$ cat config.mk
export PLATFORM = sky130hd
export DESIGN_NAME = tou_ctrl
export DESIGN_NICKNAME = d
export VERILOG_FILES = /design/src/tou_pkg.sv /design/src/tou_ctrl.sv
export SDC_FILE = /design/constraint.sdc
export NUM_CORES = 1
export LEC_CHECK = 0
export BUFFER_PORTS_ARGS = -buffer_cell sky130_fd_sc_hd__buf_2
export CORE_AREA = 2 2 162 164
export DETAILED_ROUTE_END_ITERATION = 8
export DIE_AREA = 0 0 164 166
export PLACE_DENSITY = 0.8
export SLEW_MARGIN = 30
export SYNTH_ARGS = -nofsm -noshare
export SYNTH_HDL_FRONTEND = slang
export SYNTH_SLANG_ARGS = --single-unit
export TNS_END_PERCENT = 20
$ cat constraint.sdc
create_clock -name CLK -period 2.36 [get_ports CLK]
set_input_delay 0.354 -clock CLK [delete_from_list [all_inputs] [get_ports CLK]]
set_output_delay 0.354 -clock CLK [all_outputs]
set_load 0.05 [all_outputs]
$ cat src/tou_pkg.sv
// Overview of operation
// - transmit word is 32 bits, advancing by one only when a packet ends
// - transmit packet counter length picked by switch: 1456 or 8960 bytes
// - receive expected word advances by one on every word read
// - read the receive FIFO whenever it is not empty; compare each word (code reads at most every other cycle, skipping the cycle after a read)
// - any mismatching received word makes the fail LED blink
// - state decodes core address and data; start button leaves idle
// - write source MAC, source IP, source port and destination IP
// - then write zero to the core reset register
// - poll busy at bit 0 of the command register until clear
// - wait passively for the remote client to open the connection
// - on connection go to transmit length or, in receive mode, close wait
// - transmit: write total length, packet length, then command zero
// - wait busy clear per 4GB chunk; resend until 32 GB sent
// - after all chunks write 0x3 to the command register to close
// - when closed and not busy, return to open wait
// - receive: stay in close wait until connection drops, then open wait
package tou_pkg;

  // core register map, 4-bit address, 64-bit data
  localparam logic [3:0]  CORE_RST_ADDR = 4'h0;
  localparam logic [3:0]  CORE_CMD_ADDR = 4'h1;
  localparam logic [3:0]  CORE_SMAC_ADDR = 4'h2;
  localparam logic [3:0]  CORE_SIP_ADDR = 4'h3;
  localparam logic [3:0]  CORE_SPORT_ADDR = 4'h4;
  localparam logic [3:0]  CORE_DIP_ADDR = 4'h5;
  localparam logic [3:0]  CORE_TDL_ADDR = 4'h6;
  localparam logic [3:0]  CORE_PKL_ADDR = 4'h7;
  localparam int          CORE_BUSY_BIT = 0;

  // network parameters and command values
  localparam logic [63:0] SMAC_VAL = 64'h0000_0001_0203_0405;
  localparam logic [63:0] SIP_VAL = 64'h0000_0000_c0a8_072a;
  localparam logic [63:0] SPORT_VAL = 64'h0000_0000_0000_0fa0;
  localparam logic [63:0] DIP_VAL = 64'h0000_0000_c0a8_0719;
  localparam logic [63:0] TDL_VAL = 64'h0000_0001_0000_0000;
  localparam logic [63:0] PKL_STD_VAL = 64'h0000_0000_0000_05b0;
  localparam logic [63:0] PKL_JUMBO_VAL = 64'h0000_0000_0000_2300;
  localparam logic [63:0] CMD_SEND_VAL = 64'h0000_0000_0000_0000;
  localparam logic [63:0] CMD_CLOSE_VAL = 64'h0000_0000_0000_0003;
  localparam logic [63:0] RST_ON_VAL = 64'h0000_0000_0000_0001;
  localparam logic [63:0] RST_OFF_VAL = 64'h0000_0000_0000_0000;

  // words per packet: bytes / 4
  localparam logic [11:0] WORDS_STD = 12'h16c;
  localparam logic [11:0] WORDS_JUMBO = 12'h8c0;
  localparam int          CHUNK_COUNT = 8;
  localparam logic [1:0]  SETTLE_CYC = 2'h2;

  // led blink half period
  localparam int          BLINK_HALF_MS = 250;
  localparam int          CLK_PERIOD_NS = 4;

  // apb register byte offsets
  localparam logic [7:0]  REG_CTRL = 8'h00;
  localparam logic [7:0]  REG_STATUS = 8'h04;
  localparam logic [7:0]  REG_IRQ_STAT = 8'h08;
  localparam logic [7:0]  REG_IRQ_MASK = 8'h0c;
  localparam logic [7:0]  REG_RX_WORDS = 8'h10;
  localparam logic [7:0]  REG_CHUNKS = 8'h14;

  // interrupt status bit positions
  localparam int          IRQ_VERIFY = 0;
  localparam int          IRQ_OPEN = 1;
  localparam int          IRQ_TX_DONE = 2;
  localparam int          IRQ_RX_DONE = 3;

  typedef enum logic [3:0] {
    ST_IDLE       = 4'h0,
    ST_SET_PARAM  = 4'h1,
    ST_RELEASE    = 4'h2,
    ST_INIT_WAIT  = 4'h3,
    ST_OPEN_WAIT  = 4'h4,
    ST_TX_LEN     = 4'h5,
    ST_TX_PKT_LEN = 4'h6,
    ST_TX_CMD     = 4'h7,
    ST_XFER_WAIT  = 4'h8,
    ST_TX_CLOSE   = 4'h9,
    ST_CLOSE_BUSY = 4'ha,
    ST_CLOSE_WAIT = 4'hb
  } tou_state_t;

  typedef struct packed {
    logic        wr;
    logic [3:0]  addr;
    logic [63:0] data;
  } tou_op_t;

endpackage

$ cat src/tou_ctrl.sv
// The APB register port and the register offsets were chosen for this implementation.
`timescale 1ns/10ps
module tou_ctrl
  import tou_pkg::*;
#(
  parameter int unsigned BLINK_CYCLES = BLINK_HALF_MS * 1000000 / CLK_PERIOD_NS
)
(
  // clock and reset
  input  wire logic        CLK,
  input  wire logic        RST_B,
  // apb slave
  input  wire logic        PSEL,
  input  wire logic        PENABLE,
  input  wire logic        PWRITE,
  input  wire logic [7:0]  PADDR,
  input  wire logic [31:0] PWDATA,
  output logic [31:0]      PRDATA,
  output logic             PREADY,
  output logic             PSLVERR,
  // board switches
  input  wire logic        PACKET_SIZE_SWITCH,
  input  wire logic        DIRECTION_SELECT_SWITCH,
  input  wire logic        START_BUTTON,
  // core register port
  output logic             CORE_WR,
  output logic [3:0]       CORE_ADDR,
  output logic [63:0]      CORE_WDATA,
  input  wire logic [63:0] CORE_RDATA,
  input  wire logic        CONNECTION_ACTIVE,
  // core transmit fifo port
  output logic             TXF_WREN,
  output logic [31:0]      TXF_WDATA,
  input  wire logic        TXF_FULL,
  // core receive fifo port
  output logic             RXF_RDEN,
  input  wire logic [31:0] RXF_RDATA,
  input  wire logic        RXF_EMPTY,
  // indicators
  output logic             VERIFY_FAIL_LED,
  output logic             IRQ
);

  typedef struct packed {
    tou_state_t  state;
    logic [1:0]  pidx;
    logic [1:0]  settle;
    logic [3:0]  chunks;
    logic [31:0] tx_pat;
    logic [11:0] tx_cnt;
    logic        txf_wren;
    logic [31:0] rx_pat;
    logic        rden;
    logic        rvalid;
    logic        err;
    logic [31:0] blink_cnt;
    logic        led;
    logic [31:0] rx_words;
    logic [3:0]  irq_st;
    logic [3:0]  irq_mask;
    logic        irq;
    logic        pready;
    logic [31:0] prdata;
    logic        pslverr;
    logic        start_req;
    tou_op_t     op;
  } tou_regs_t;

  tou_regs_t s_r;
  tou_regs_t s_nxt;

  // register address and write value come straight from the state
  function automatic tou_op_t tou_decode(tou_state_t st, logic [1:0] idx, logic jumbo);
    tou_op_t o;
    o = '{wr: 1'b0, addr: CORE_CMD_ADDR, data: CMD_SEND_VAL};
    unique case (st)
      ST_IDLE:       o = '{wr: 1'b1, addr: CORE_RST_ADDR, data: RST_ON_VAL};
      ST_SET_PARAM:
        unique case (idx)
          2'h0: o = '{wr: 1'b1, addr: CORE_SMAC_ADDR, data: SMAC_VAL};
          2'h1: o = '{wr: 1'b1, addr: CORE_SIP_ADDR, data: SIP_VAL};
          2'h2: o = '{wr: 1'b1, addr: CORE_SPORT_ADDR, data: SPORT_VAL};
          2'h3: o = '{wr: 1'b1, addr: CORE_DIP_ADDR, data: DIP_VAL};
        endcase
      ST_RELEASE:    o = '{wr: 1'b1, addr: CORE_RST_ADDR, data: RST_OFF_VAL};
      ST_TX_LEN:     o = '{wr: 1'b1, addr: CORE_TDL_ADDR, data: TDL_VAL};
      ST_TX_PKT_LEN: o = '{wr: 1'b1, addr: CORE_PKL_ADDR, data: jumbo ? PKL_JUMBO_VAL : PKL_STD_VAL};
      ST_TX_CMD:     o = '{wr: 1'b1, addr: CORE_CMD_ADDR, data: CMD_SEND_VAL};
      ST_TX_CLOSE:   o = '{wr: 1'b1, addr: CORE_CMD_ADDR, data: CMD_CLOSE_VAL};
      default:       o = '{wr: 1'b0, addr: CORE_CMD_ADDR, data: CMD_SEND_VAL};
    endcase
    return o;
  endfunction

  // apb offsets that answer without error
  function automatic logic tou_mapped(logic [7:0] a);
    return (a == REG_CTRL) || (a == REG_STATUS) || (a == REG_IRQ_STAT) ||
           (a == REG_IRQ_MASK) || (a == REG_RX_WORDS) || (a == REG_CHUNKS);
  endfunction

  logic        busy;
  logic        tx_active;
  logic        pkt_end;
  logic [11:0] words_last;
  logic        apb_wr;
  logic        apb_rd;
  logic [3:0]  ev;

  assign busy = CORE_RDATA[CORE_BUSY_BIT];
  assign tx_active = (s_r.state == ST_TX_LEN) || (s_r.state == ST_TX_PKT_LEN) ||
                     (s_r.state == ST_TX_CMD) || (s_r.state == ST_XFER_WAIT);
  assign words_last = (PACKET_SIZE_SWITCH ? WORDS_JUMBO : WORDS_STD) - 12'h001;
  assign pkt_end = s_r.txf_wren && (s_r.tx_cnt == words_last);
  assign apb_wr = PSEL && PENABLE && s_r.pready && PWRITE;
  assign apb_rd = PSEL && PENABLE && s_r.pready && !PWRITE;

  // next state of everything
  always_comb
  begin
    s_nxt = s_r;
    ev = 4'h0;
    // control state machine
    unique case (s_r.state)
      ST_IDLE:
      begin
        s_nxt.pidx = 2'h0;
        if (START_BUTTON || s_r.start_req)
        begin
          s_nxt.state = ST_SET_PARAM;
          s_nxt.start_req = 1'b0;
        end
      end
      ST_SET_PARAM:
      begin
        s_nxt.pidx = s_r.pidx + 2'h1;
        if (s_r.pidx == 2'h3)
          s_nxt.state = ST_RELEASE;
      end
      ST_RELEASE:
      begin
        s_nxt.state = ST_INIT_WAIT;
        s_nxt.settle = SETTLE_CYC;
      end
      ST_INIT_WAIT:
        // busy lags the write, so skip a couple of polls
        if (s_r.settle != 2'h0)
          s_nxt.settle = s_r.settle - 2'h1;
        else if (!busy)
          s_nxt.state = ST_OPEN_WAIT;
      ST_OPEN_WAIT:
        if (CONNECTION_ACTIVE)
        begin
          ev[IRQ_OPEN] = 1'b1;
          s_nxt.chunks = 4'h0;
          s_nxt.state = DIRECTION_SELECT_SWITCH ? ST_TX_LEN : ST_CLOSE_WAIT;
        end
      ST_TX_LEN:
        s_nxt.state = ST_TX_PKT_LEN;
      ST_TX_PKT_LEN:
        s_nxt.state = ST_TX_CMD;
      ST_TX_CMD:
      begin
        s_nxt.state = ST_XFER_WAIT;
        s_nxt.settle = SETTLE_CYC;
      end
      ST_XFER_WAIT:
        if (s_r.settle != 2'h0)
          s_nxt.settle = s_r.settle - 2'h1;
        else if (!busy)
        begin
          s_nxt.chunks = s_r.chunks + 4'h1;
          s_nxt.state = (s_r.chunks == 4'(CHUNK_COUNT - 1)) ? ST_TX_CLOSE : ST_TX_CMD;
        end
      ST_TX_CLOSE:
      begin
        s_nxt.state = ST_CLOSE_BUSY;
        s_nxt.settle = SETTLE_CYC;
      end
      ST_CLOSE_BUSY:
        if (s_r.settle != 2'h0)
          s_nxt.settle = s_r.settle - 2'h1;
        else if (!busy && !CONNECTION_ACTIVE)
        begin
          ev[IRQ_TX_DONE] = 1'b1;
          s_nxt.state = ST_OPEN_WAIT;
        end
      ST_CLOSE_WAIT:
        if (!CONNECTION_ACTIVE)
        begin
          ev[IRQ_RX_DONE] = 1'b1;
          s_nxt.state = ST_OPEN_WAIT;
        end
      default:
        s_nxt.state = ST_IDLE;
    endcase
    s_nxt.op = tou_decode(s_r.state, s_r.pidx, PACKET_SIZE_SWITCH);

    // transmit pattern; full must be an almost-full with a word of margin
    s_nxt.txf_wren = tx_active && !TXF_FULL;
    if (s_r.txf_wren)
      s_nxt.tx_cnt = pkt_end ? 12'h000 : s_r.tx_cnt + 12'h001;
    if (pkt_end)
      s_nxt.tx_pat = s_r.tx_pat + 32'h0000_0001;

    // receive read and verify; one read in flight keeps empty honest
    s_nxt.rden = !RXF_EMPTY && !s_r.rden;
    s_nxt.rvalid = s_r.rden;
    if (s_r.rvalid)
    begin
      s_nxt.rx_pat = s_r.rx_pat + 32'h0000_0001;
      s_nxt.rx_words = s_r.rx_words + 32'h0000_0001;
      if (RXF_RDATA != s_r.rx_pat)
      begin
        s_nxt.err = 1'b1;
        ev[IRQ_VERIFY] = 1'b1;
      end
    end

    // blink only after an error
    if (s_r.err)
    begin
      if (s_r.blink_cnt >= BLINK_CYCLES - 1)
      begin
        s_nxt.blink_cnt = 32'h0000_0000;
        s_nxt.led = !s_r.led;
      end
      else
        s_nxt.blink_cnt = s_r.blink_cnt + 32'h0000_0001;
    end

    // apb: answer registered in the setup cycle, zero wait states
    s_nxt.pready = PSEL && !PENABLE;
    s_nxt.pslverr = PSEL && !PENABLE && !tou_mapped(PADDR);
    s_nxt.prdata = 32'h0000_0000;
    if (PSEL && !PENABLE && !PWRITE)
      unique case (PADDR)
        REG_CTRL:     s_nxt.prdata = {31'h0000_0000, s_r.start_req};
        REG_STATUS:   s_nxt.prdata = {24'h00_0000, s_r.err, CONNECTION_ACTIVE, 2'h0, s_r.state};
        REG_IRQ_STAT: s_nxt.prdata = {28'h000_0000, s_r.irq_st};
        REG_IRQ_MASK: s_nxt.prdata = {28'h000_0000, s_r.irq_mask};
        REG_RX_WORDS: s_nxt.prdata = s_r.rx_words;
        REG_CHUNKS:   s_nxt.prdata = {28'h000_0000, s_r.chunks};
        default:      s_nxt.prdata = 32'h0000_0000;
      endcase
    if (apb_wr && (PADDR == REG_CTRL) && PWDATA[0])
      s_nxt.start_req = 1'b1;
    if (apb_wr && (PADDR == REG_IRQ_MASK))
      s_nxt.irq_mask = PWDATA[3:0];

    // sticky status, read clears, a new event wins over the clear
    if (apb_rd && (PADDR == REG_IRQ_STAT))
      s_nxt.irq_st = ev;
    else
      s_nxt.irq_st = s_r.irq_st | ev;
    s_nxt.irq = |(s_nxt.irq_st & s_nxt.irq_mask);
  end

  // single state register; reset gives idle with core held in reset
  always_ff @(posedge CLK or negedge RST_B)
  begin
    if (!RST_B)
      s_r <= '{state: ST_IDLE, op: '{wr: 1'b0, addr: CORE_RST_ADDR, data: RST_ON_VAL},
               default: '0};
    else
      s_r <= s_nxt;
  end

  // outputs straight from the state register
  assign PRDATA = s_r.prdata;
  assign PREADY = s_r.pready;
  assign PSLVERR = s_r.pslverr;
  assign CORE_WR = s_r.op.wr;
  assign CORE_ADDR = s_r.op.addr;
  assign CORE_WDATA = s_r.op.data;
  assign TXF_WREN = s_r.txf_wren;
  assign TXF_WDATA = s_r.tx_pat;
  assign RXF_RDEN = s_r.rden;
  assign VERIFY_FAIL_LED = s_r.led;
  assign IRQ = s_r.irq;
endmodule

Word-level counts from Yosys, hierarchy flattened
Index checks and enable logic that the tools add are counted.
W data, S select, Z words.
{ "totals": {"rom_bits": 0, "ram_bits": 0, "latch_bits": 0, "word_cells": 162, "input_bits": 147, "n_memories": 0, "output_inout_bits": 139, "ff_bits": 270} }
{ "op_classes": {"addsub": 9, "mux": 42, "eq_ne": 33, "magnitude_cmp": 1, "n_shift": 0, "n_reduce_logical": 51, "n_bitwise": 2, "div_mod_pow": 0, "mul": 0} }
{ "op_table": {"columns": ["operator", "n"], "rows": [
  ["$pmux W69 S7", 1],
  ["$pmux W69 S4", 1],
  ["$pmux W32 S6", 1],
  ["$add A32 B1 Y32 const B", 4],
  ["$mux W4", 17],
  ["$mux W32", 2],
  ["$pmux W4 S12", 1],
  ["$ge A32 B26 Y1 const B", 1],
  ["$ne A32 B32 Y1", 1],
  ["$mux W12", 2],
  ["$eq A4 B3 Y1 const B", 5],
  ["$ne A2 B2 Y1 const B", 10],
  ["$eq A4 B4 Y1 const B", 4],
  ["$eq A8 B4 Y1 const B", 2],
  ["$eq A8 B5 Y1 const B", 2],
  ["$logic_and A1 B1 Y1", 15],
  ["$mux W14", 1],
  ["$add A12 B1 Y12 const B", 1],
  ["$eq A12 B12 Y1", 1],
  ["$mux W1", 12],
  ["$reduce_bool A2 Y1", 6],
  ["$sub A12 B1 Y12 const B", 1],
  ["$reduce_and A10 Y1", 1],
  ["$logic_not A1 Y1", 9],
  ["22 further kinds", 37]
]} }

Longest topological paths before layout
Gate-level depths: netlist of run 1.
{ "logic_depth": {"depth_word": 9, "depth_mapped": 7, "depth_no_buf": 7} }

Worst setup path before layout of run 1
No wires, ideal clock.
{ "synth_path": {"path_kind": "register to register", "startpoint": "reg s_r, in the netlist TXF_WREN", "endpoint": "reg s_r, in the netlist TXF_WDATA[24]", "required_ns": 2.281, "n_path_buf": 1, "setup_slack_ns": 0.020, "period_less_slack_ns": 2.340, "setup_time_ns": 0.079, "arrival_time_ns": 2.261, "path_stages_with_launch": 7, "cell_sequence": "dfrtp_1 -> nand2_1 -> or4_4 -> a21o_1 -> buf_2 -> nor4_1 -> xor2_1"} }
{ "synth_between": {"elab_chain_cells": 1} }
{ "synth_rtl": {"columns": ["element", "line_no", "source"], "rows": [
  ["start, declared", "tou_ctrl.sv:69", "tou_regs_t s_r;"],
  ["start signal, assigned", "tou_ctrl.sv:262", "s_r <= '{state: ST_IDLE, op: '{wr: 1'b0, addr: CORE_RST_ADDR, data: RST_ON_VAL},"],
  ["start signal, assigned", "tou_ctrl.sv:265", "s_r <= s_nxt;"],
  ["$logic_and A1 B1 Y1", "tou_ctrl.sv:113", "assign pkt_end = s_r.txf_wren && (s_r.tx_cnt == words_last);"]
]} }
No other way between the ends.
A chain may end at the register's enable or synchronous reset.

Worst setup path in the final report of run 1
{ "layout_path": {"startpoint": "reg s_r[214] in the netlist's numbering", "endpoint": "reg s_r, in the netlist TXF_WDATA[24]"} }
{ "layout_between": {"elab_chain_cells": 2} }
{ "layout_rtl": {"columns": ["element", "line_no"], "rows": [
  ["$eq A12 B12 Y1", "tou_ctrl.sv:113"],
  ["$logic_and A1 B1 Y1", "tou_ctrl.sv:113"]
]} }
No other way between the ends.

==> results of run 1 <==
## per-layer routing
| metal | wire [um] | vias up | GRT usage [%] |
|---|---|---|---|
| met2 | 11200 | 215 | 28.4 |
| met5 | 0 | - | 0 |
| li1 | - | 3782 | - |
| met1 | 10400 | 3811 | 23.9 |
| met3 | 1240 | 38 | 3.07 |
| met4 | 491 | 0 | 4.27 |
## layout make-up
class	instances	area, sq um
Antenna cell	1	2.50
Clock buffer	32	702
Clock inverter	11	118
Fill cell	2298	13000
Inverter	21	78.8
Multi-Input combinational cell	745	4850
Sequential cell	218	5460
Tap cell	335	419
Timing Repair Buffer	182	1030
## registers in the layout, indices dropped and copies added, names as in the netlist
signal           count
CORE_ADDR            3
CORE_WDATA          13
CORE_WR              1
IRQ                  1
PRDATA              32
PREADY               1
PSLVERR              1
RXF_RDEN             1
TXF_WDATA           32
TXF_WREN             1
VERIFY_FAIL_LED      1
s_r                131
## metrics by stage
stage | power (mW) | setup WS, ns | setup TNS, ns
after floorplan | 6.47 | 0.0199 | 0
after global placement | 6.87 | 0.205 | 0
after detailed placement | 6.94 | 0.0484 | 0
after CTS | 10.8 | 0.0606 | 0
after global routing | 11.3 | -0.0276 | -0.0276
final | 10.7 | 0.105 | 0
## where the power goes
part,switching [mW],total (mW),internal (mW)
logic,1.58,2.40,0.822
registers,0.372,4.48,4.11
clock network,1.54,3.85,2.31
total,3.48,10.7,7.24
## cells in the mapped netlist (all sizes together) (8+ instances only)
master  instances  area share (%)
dfrtp         217              48
buf           137             9.0
nor2           81             2.7
xnor2          81             6.3
xor2           81             6.3
nand2          79             2.6
nand3          60             2.8
nand4          39             2.2
and2           36             2.0
a21oi          25             1.1
and3           25             1.4
nor4           23             1.3
nor3           22             1.0
inv            21            0.70
clkbuf         19            0.63
mux2           18             1.8
o21ai          13            0.58
and4           12            0.93
ha             12             1.3
nand2b         11            0.61
nor2b           8            0.44
## logic make-up (layout without fill, tap and decap cells)
group           after synthesis  in the layout
other cells                   1             45
simple gates                427            427
fa+ha+maj                    12             12
xor+xnor                    162            162
mux                          20             20
compound gates               80             80
buf+inv                     177            246
flops                       218            218
## worst max-delay path: cells and delay by family (launching register included)
kind            cells  cell delay [ns]
compound gates      1             0.36
xor+xnor            1             0.19
fa+ha+maj           1             0.19
flops               1             0.40
simple gates        3             1.03
## worst paths after layout
path | slack (ns) | endpoint | start | cells after the start
hold / removal | 0.07 | PREADY | PENABLE | 2
hold reg to reg | 0.44 | s_r[179] | RXF_RDEN | 0
min in group asynchronous | 0.42 | CORE_WDATA[32] | RST_B | 2
setup / recovery | 0.10 | TXF_WDATA[24] | s_r[214] | 6
setup reg to reg | 0.10 | TXF_WDATA[24] | s_r[214] | 6
max in group asynchronous | 1.24 | s_r[193] | RST_B | 3
## timing repair
item,CTS,global route
gates resized for setup,0,3
buffers inserted,0,1
endpoints found under the hold margin,73,0
hold buffers,3,0
endpoints found under the setup margin,0,12
==> run metrics, run 1 <==
run status=completed; Vias=7846; skew final=0.00577 ns; Initial Util=44.1%; slowest CP cell=or4_4; Die X=between 150 and 200 um; Die Ht=166 um; nets=1352; antenna viol nets, final=0; # H-tree levels=1; Peak Freq=between 400 and 500 MHz; gp weighted congestion=between 0.8 and 0.9; slew margin rel.=52.0%; largest net degree at the start of global routing=77; clk_lat worst skew=0.51 ns; main combinational cell family by area after synthesis=simple AND/OR/NAND/NOR gates; Final Max Tran Viols=0; Final Instance Area=about 13000 sq um; PortBufs=150; fin crit share=95.6%; DR pass1 iterations=5; Placed Area=approximately 12000 sq um; Detail Placement HPWL=approximately 17000 um; Tot GR Track Use=between 15 and 20%; first-pass GRT wire length=38800 um; Final Setup Violations=0; Mapped Cells=1097; # clock sinks=218; Pleak=around 6.2 nW; compound-cell area share of the yosys netlist=5.23%; Area growth syn-to-layout=12.2%; total CTS buffers=25; CTS tree=built; Worst setup EP type=flop; Synth Area per Inst=10.3 sq um; Min Hold Slack=roughly 0.068 ns; Fin. Hold Viols=0; Root Driver=clkbuf_16; core area=25600 sq um; actual slew at the worst max-slew pin=0.717 ns; ys async rst share=100%; fin util=49.4%; vias in the first global route=7795; unrepaired setup endpoints after global routing=true; Tmin final=between 2 and 2.5 ns; power per cell area=847 nW/um^2; max cap viols=0; worst min-delay path class=in -> reg; Synth Area in Simple Gates=between 20% and 30%; fin cells=approximately 1500; startpoint types=flop; critical path class=reg -> reg; DR WL/cell=15.1 um; # DRC=0; WP data arrival=2.68 ns; die area=27200 sq um; initial antenna violation count=1; Synth Area in Adders=1.33%; initial DRC count=530; VDD IR max=625 uV; most frequent cells in the layout=dfrtp_1 (217), buf_2 (149), nor2_1 (81), xor2_1 (81), xnor2_1 (81); row count=59; GRT overflow=0; Via-to-Cell Ratio=5.08; # placed instances=1497; CP max FO=12; FF+latch count, synth=218; WP data required=2.79 ns; IO Count=286; Netlist Area Pre-Place=11300 sq um; synth unique cells=64; Post-synth EDFFs=0; mux share of post-synthesis cell area=1.97%; Critical Path Max Stage Delay=0.56 ns; commonest non-fill, non-tap cell in the layout=dfrtp_1; CP cell instances=ha_1 > nand2_1 > or4_4 > a21o_1 > nor4_1 > xor2_1; share of cells above drive strength 1=21.5%; Synth Area in XOR/XNOR=12.6%; clk slew on worst S/H paths=~0.06 ns; Top FF cell, synth=dfrtp_1; post-synthesis sequential area ratio=between 40% and 50%; clk buf depth=3; routed wire length=23400 um; yosys warns=0
No activity file was read; power rests on OpenSTA's default activity.
==> run 2, diff against run 1 <==
--- a/config.mk
+++ b/config.mk
@@ -8,5 +8,5 @@
 export BUFFER_PORTS_ARGS = -buffer_cell sky130_fd_sc_hd__buf_2
-export CORE_AREA = 2 2 162 164
+export CORE_AREA = 4 4 164 166
 export DETAILED_ROUTE_END_ITERATION = 8
-export DIE_AREA = 0 0 164 166
+export DIE_AREA = 0 0 168 170
 export PLACE_DENSITY = 0.8
==> constraint.sdc (replaced) <==
create_clock -name CLK -period 2.36 [get_ports CLK]
set_input_delay 0.118 -clock CLK [delete_from_list [all_inputs] [get_ports CLK]]
set_output_delay 0.118 -clock CLK [all_outputs]
set_load 0.05 [all_outputs]
==> run metrics, run 2 (synthesis results as in run 1) <==
worst min-delay path class=in -> reg; skew final=0.0148 ns; largest net degree at the start of global routing=84; first-pass GRT wire length=39100 um; startpoint types=flop; Tmin final=about 2.2 ns; worst reg2reg path endpoint=TXF_WDATA[12]; largest delay contributor family on the critical path=simple AND/OR/NAND/NOR gates; CP max FO=7; gp weighted congestion=0.826; WP data required=2.75 ns; Critical Path Max Stage Delay=0.45 ns; core area=25600 sq um; Die X=168 um; Initial Util=44.1%; FF-to-FF setup slack=0.12 ns; Pleak=6.24 nW; DR WL/cell=between 15 and 20 um; initial DRC count=~460; run status=completed; most frequent cells in the layout=dfrtp_1 (217), buf_2 (149), nor2_1 (81), xor2_1 (81), xnor2_1 (81); # fillers=2268; Tot GR Track Use=16.4%; antenna viol nets, final=0; Peak Freq=446 MHz; clk slew on worst S/H paths=0.06 ns; row count=59; clk buf depth=3; slowest CP cell=dfrtp_1; Top reg by flops=s_r; Die Ht=170 um; reg2reg start=s_r[220]; routed wire length=approximately 24000 um; slew margin rel.=52.0%; Root Driver=clkbuf_16; max reg flops=131; CP Depth=6; Detail Placement HPWL=17200 um; actual slew at the worst max-slew pin=a little over 0.7 ns; unrepaired setup endpoints after global routing=false; clk_lat worst skew=0.52 ns; crit path launch=s_r[220]; setup bufs post-CTS=0; Fin. Hold Viols=0; power per cell area=864 nW/um^2; fin crit share=95.1%; crit path capture=TXF_WDATA[12]; hold path cells=3; nets=1358; CP bufs+invs=1; fin worst setup slack=roughly 0.12 ns; IO Count=286; # DRC=0; setup TNS=0 ns; DR pass1 iterations=7; WP data arrival=2.63 ns; GRT overflow=0; commonest non-fill, non-tap cell in the layout=dfrtp_1; VDD IR max=492 uV; Via-to-Cell Ratio=5.10; vias in the first global route=7960; Most common cell on crit path=nand4_1; Final Max Tran Viols=0; R2R depth=6; die area=28600 sq um; CP cell instances=nor4bb_1 > nand4_1 > a2111oi_4 > buf_4 > nand4_1 > xnor2_1; Vias=7915; CTS tree=built; pre-CTS WS=0.0576 ns; share of cells above drive strength 1=21.1%; critical path class=reg -> reg; PortBufs=150; max cap viols=0; total CTS buffers=25; # H-tree levels=1; # clock sinks=218; initial antenna violation count=1; Final Setup Violations=0; Area growth syn-to-layout=13.8%; Worst setup EP type=flop
-- run 2: changes by cell type in the layout (fill, tap and decap cells not counted), moves of 2 or more --
cell / previous run / this run
buf_12: 2 / 4
buf_4: 27 / 20
bufinv_16: 2 / 4
clkbuf_8: 5 / 10
clkinv_2: 5 / 3
clkinv_4: 2 / 0
clkinvlp_4: 2 / 0
dlygate4sd3_1: 3 / 14
nor4_1: 20 / 22
nor4_2: 3 / 1
-- run 2: repair_timing --
action | in CTS | in global routing
hold buffers | 14 | 0
hold endpoints to repair | 91 | 0
setup endpoints to repair | 0 | 6
gates resized for setup | 0 | 2
-- run 2: tightest hold or removal path, stage by stage --
cell	delay [ns]
buf_2	0.11
nor2b_1	0.14
nor2b_1	0.13
-- run 2: per-layer routing --
metal / global-route usage (%) / vias up / wire, um
met1: 21.9 / 3872 / 10500
met2: 28.1 / 203 / 11700
met4: 4.38 / 0 / 512
li1: - / 3795 / -
met5: 0 / - / 0
met3: 2.46 / 45 / 1140
-- run 2: layout make-up --
type / count / area [sq um] / area share [%]
Sequential cell: 218 / 5460 / 42.5
Multi-Input combinational cell: 745 / 4840 / 37.7
Timing Repair Buffer: 188 / 1130 / 8.81
Clock buffer: 36 / 767 / 5.97
Tap cell: 335 / 419 / 3.26
Clock inverter: 8 / 144 / 1.12
Inverter: 21 / 78.8 / 0.614
Antenna cell: 1 / 2.50 / 0.0195
-- run 2: worst min path at each step --
stage,endpoint,startpoint
after detailed placement,CORE_WDATA[32],RST_B
after CTS,PSLVERR,PSEL
after global placement,s_r[265],RST_B
after global routing,PSLVERR,PSEL
after floorplan,CORE_ADDR[0],RST_B
final,PSLVERR,PSEL
-- run 2: report_power, final --
| group | switching, mW | internal (mW) | total (mW) |
|---|---|---|---|
| Sequential | 0.370 | 4.11 | 4.48 |
| Clock | 1.49 | 2.68 | 4.17 |
| Combinational | 1.61 | 0.831 | 2.44 |
| Total | 3.47 | 7.62 | 11.1 |
-- run 2: through the flow --
| stage | util (%) | total power, mW | instances | instance area, sq um | hold WS (ns) |
|---|---|---|---|---|---|
| finish | 50.1 | 11.1 | 1552 | 12800 | 0.0250 |
| global route | 50.1 | 11.6 | 1552 | 12800 | 0.00594 |
| CTS | 50.1 | 11.2 | 1551 | 12800 | 0.00223 |
| detailed placement | 46.0 | 6.96 | 1493 | 11800 | 0.174 |
| global placement | 46.0 | 6.88 | 1493 | 11800 | 0.169 |
| floorplan | - | 6.47 | 1140 | 11400 | -0.178 |
==> run 3, diff against run 2 <==
--- a/constraint.sdc
+++ b/constraint.sdc
@@ -3,2 +3,2 @@
 set_output_delay 0.118 -clock CLK [all_outputs]
-set_load 0.05 [all_outputs]
+set_load 0.1 [all_outputs]
==> run metrics, run 3 (synthesis results as in run 1) <==
run status=completed; Vias=roughly 7900; fin crit share=95.2%; CP Depth=6; Comb power frac=26.8%; actual slew at the worst max-slew pin=0.726 ns; Die Ht=~170 um; worst hold endpoint=PSLVERR; startpoint types=flop; Fin. Hold Viols=0; Top reg by flops=s_r; CTS resizes=0; switching share of total power=36.1%; max cap viols=0; Tot GR Track Use=16.2%; WP data required=2.79 ns; IO Count=286; vias in the first global route=7870; DR pass1 iterations=5; antenna viol nets, final=0; Root Driver=clkbuf_16; largest delay contributor family on the critical path=simple AND/OR/NAND/NOR gates; fin cells=1553; fin util=49.7%; routed wire length=23400 um; CP cell instances=ha_1 > nand2_1 > or4_4 > a21o_1 > nor4_1 > xor2_1; clk_lat worst skew=0.51 ns; slew margin rel.=between 50% and 60%; Critical Path Max Stage Delay=0.56 ns; Min Hold Slack=0.0308 ns; first-pass GRT wire length=slightly below 40000 um; diodes inserted=0; # placed instances=1494; R2R depth=6; FF-to-FF setup slack=0.11 ns; clock share of power=33.4%; Tmin final=between 2 and 2.5 ns; # H-tree levels=1; critical path class=reg -> reg; Psw=4.06 mW; Via-to-Cell Ratio=5.07; clk slew on worst S/H paths=roughly 0.06 ns; initial antenna violation count=0; power per cell area=884 nW/um^2; share of cells above drive strength 1=20.9%; reg2reg start=s_r[214]; unrepaired setup endpoints after global routing=true; clk buf depth=3; skew final=0.00830 ns; Final Setup Violations=0; VDD IR max=756 uV; CP max FO=12; CP bufs+invs=0; Hold Startpoint=PSEL; most frequent cells in the layout=dfrtp_1 (216), buf_2 (149), nor2_1 (81), xor2_1 (81), xnor2_1 (81); setup bufs post-CTS=0; max reg flops=131; Initial Util=44.1%; WP data arrival=between 2 and 3 ns; DR WL/cell=15.1 um; Detail Placement HPWL=17100 um; gp weighted congestion=0.850; total CTS buffers=25; worst reg2reg path endpoint=TXF_WDATA[28]; Peak Freq=between 400 and 500 MHz; die area=28600 sq um; Worst setup EP type=flop; GRT overflow=0; hold path cells=3; CTS tree=built; row count=59; share of power burned in registers=39.9%; largest net degree at the start of global routing=86; Area growth syn-to-layout=12.8%; slowest CP cell=or4_4; core area=25600 sq um; worst min-delay path class=in -> reg; nets=1359; Internal=between 7 and 8 mW; initial DRC count=501; commonest non-fill, non-tap cell in the layout=dfrtp_1; Final Max Tran Viols=0; # clock sinks=218; # DRC=0; PortBufs=150; Pleak=between 6 and 7 nW; Die X=168 um
-- run 3: power groups by stage --
| stage | clock (mW) | combinational, mW | sequential (mW) |
|---|---|---|---|
| after global routing | 4.03 | 3.27 | 4.55 |
| after global placement | 0 | 2.94 | 4.53 |
| after floorplan | 0 | 2.55 | 4.54 |
| after detailed placement | 0 | 3.00 | 4.55 |
| after CTS | 3.87 | 3.02 | 4.49 |
| final | 3.76 | 3.02 | 4.49 |
-- run 3: how the worst max path moves through the flow --
stage                     startpoint            end  slack (ns)
after global placement      s_r[220]  TXF_WDATA[30]        0.19
after detailed placement    s_r[220]  TXF_WDATA[24]        0.11
after floorplan             TXF_WREN  TXF_WDATA[24]        0.01
final                       s_r[214]  TXF_WDATA[28]        0.11
after CTS                   s_r[220]  TXF_WDATA[28]        0.10
after global routing        s_r[214]  TXF_WDATA[28]       -0.09
-- run 3: cell type report --
type	count	area [sq um]
clock buffer	35	733
timing repair buffer	189	1130
clock inverter	10	86.3
fill	2255	12900
inverter	21	78.8
tap	335	419
multi-input combinational	745	4830
sequential	218	5460
-- run 3: through the flow --
stage | setup slack (ns) | power, mW | setup TNS, ns | cell area [sq um]
finish | 0.114 | 11.3 | 0 | 12700
global route | -0.0866 | 11.9 | -0.288 | 12700
floorplan | 0.0118 | 7.09 | 0 | 11400
CTS | 0.103 | 11.4 | 0 | 12700
detailed placement | 0.107 | 7.55 | 0 | 11800
global placement | 0.192 | 7.47 | 0 | 11800
-- run 3: worst reg2reg max path: cells and delay by family (launching register included) --
kind | cells | cell delay (ns)
AOI/OAI and AO/OA | 1 | 0.34
xor gates and xnor gates | 1 | 0.19
adders and majority gates | 1 | 0.20
DFF | 1 | 0.40
and+or+nand+nor | 3 | 1.05
-- run 3: layer usage --
layer  track usage, %  vias up  share of wire, %
met5                0        -                 0
met4             4.27        0               2.2
met3             2.58       39               5.8
met2             26.9      210                48
met1             22.3     3838                44
li1                 -     3783                 -
-- run 3: what timing repair did --
item,in CTS,in global routing
endpoints found under the setup margin,0,4
hold endpoints to repair,91,0
hold buffers,14,0
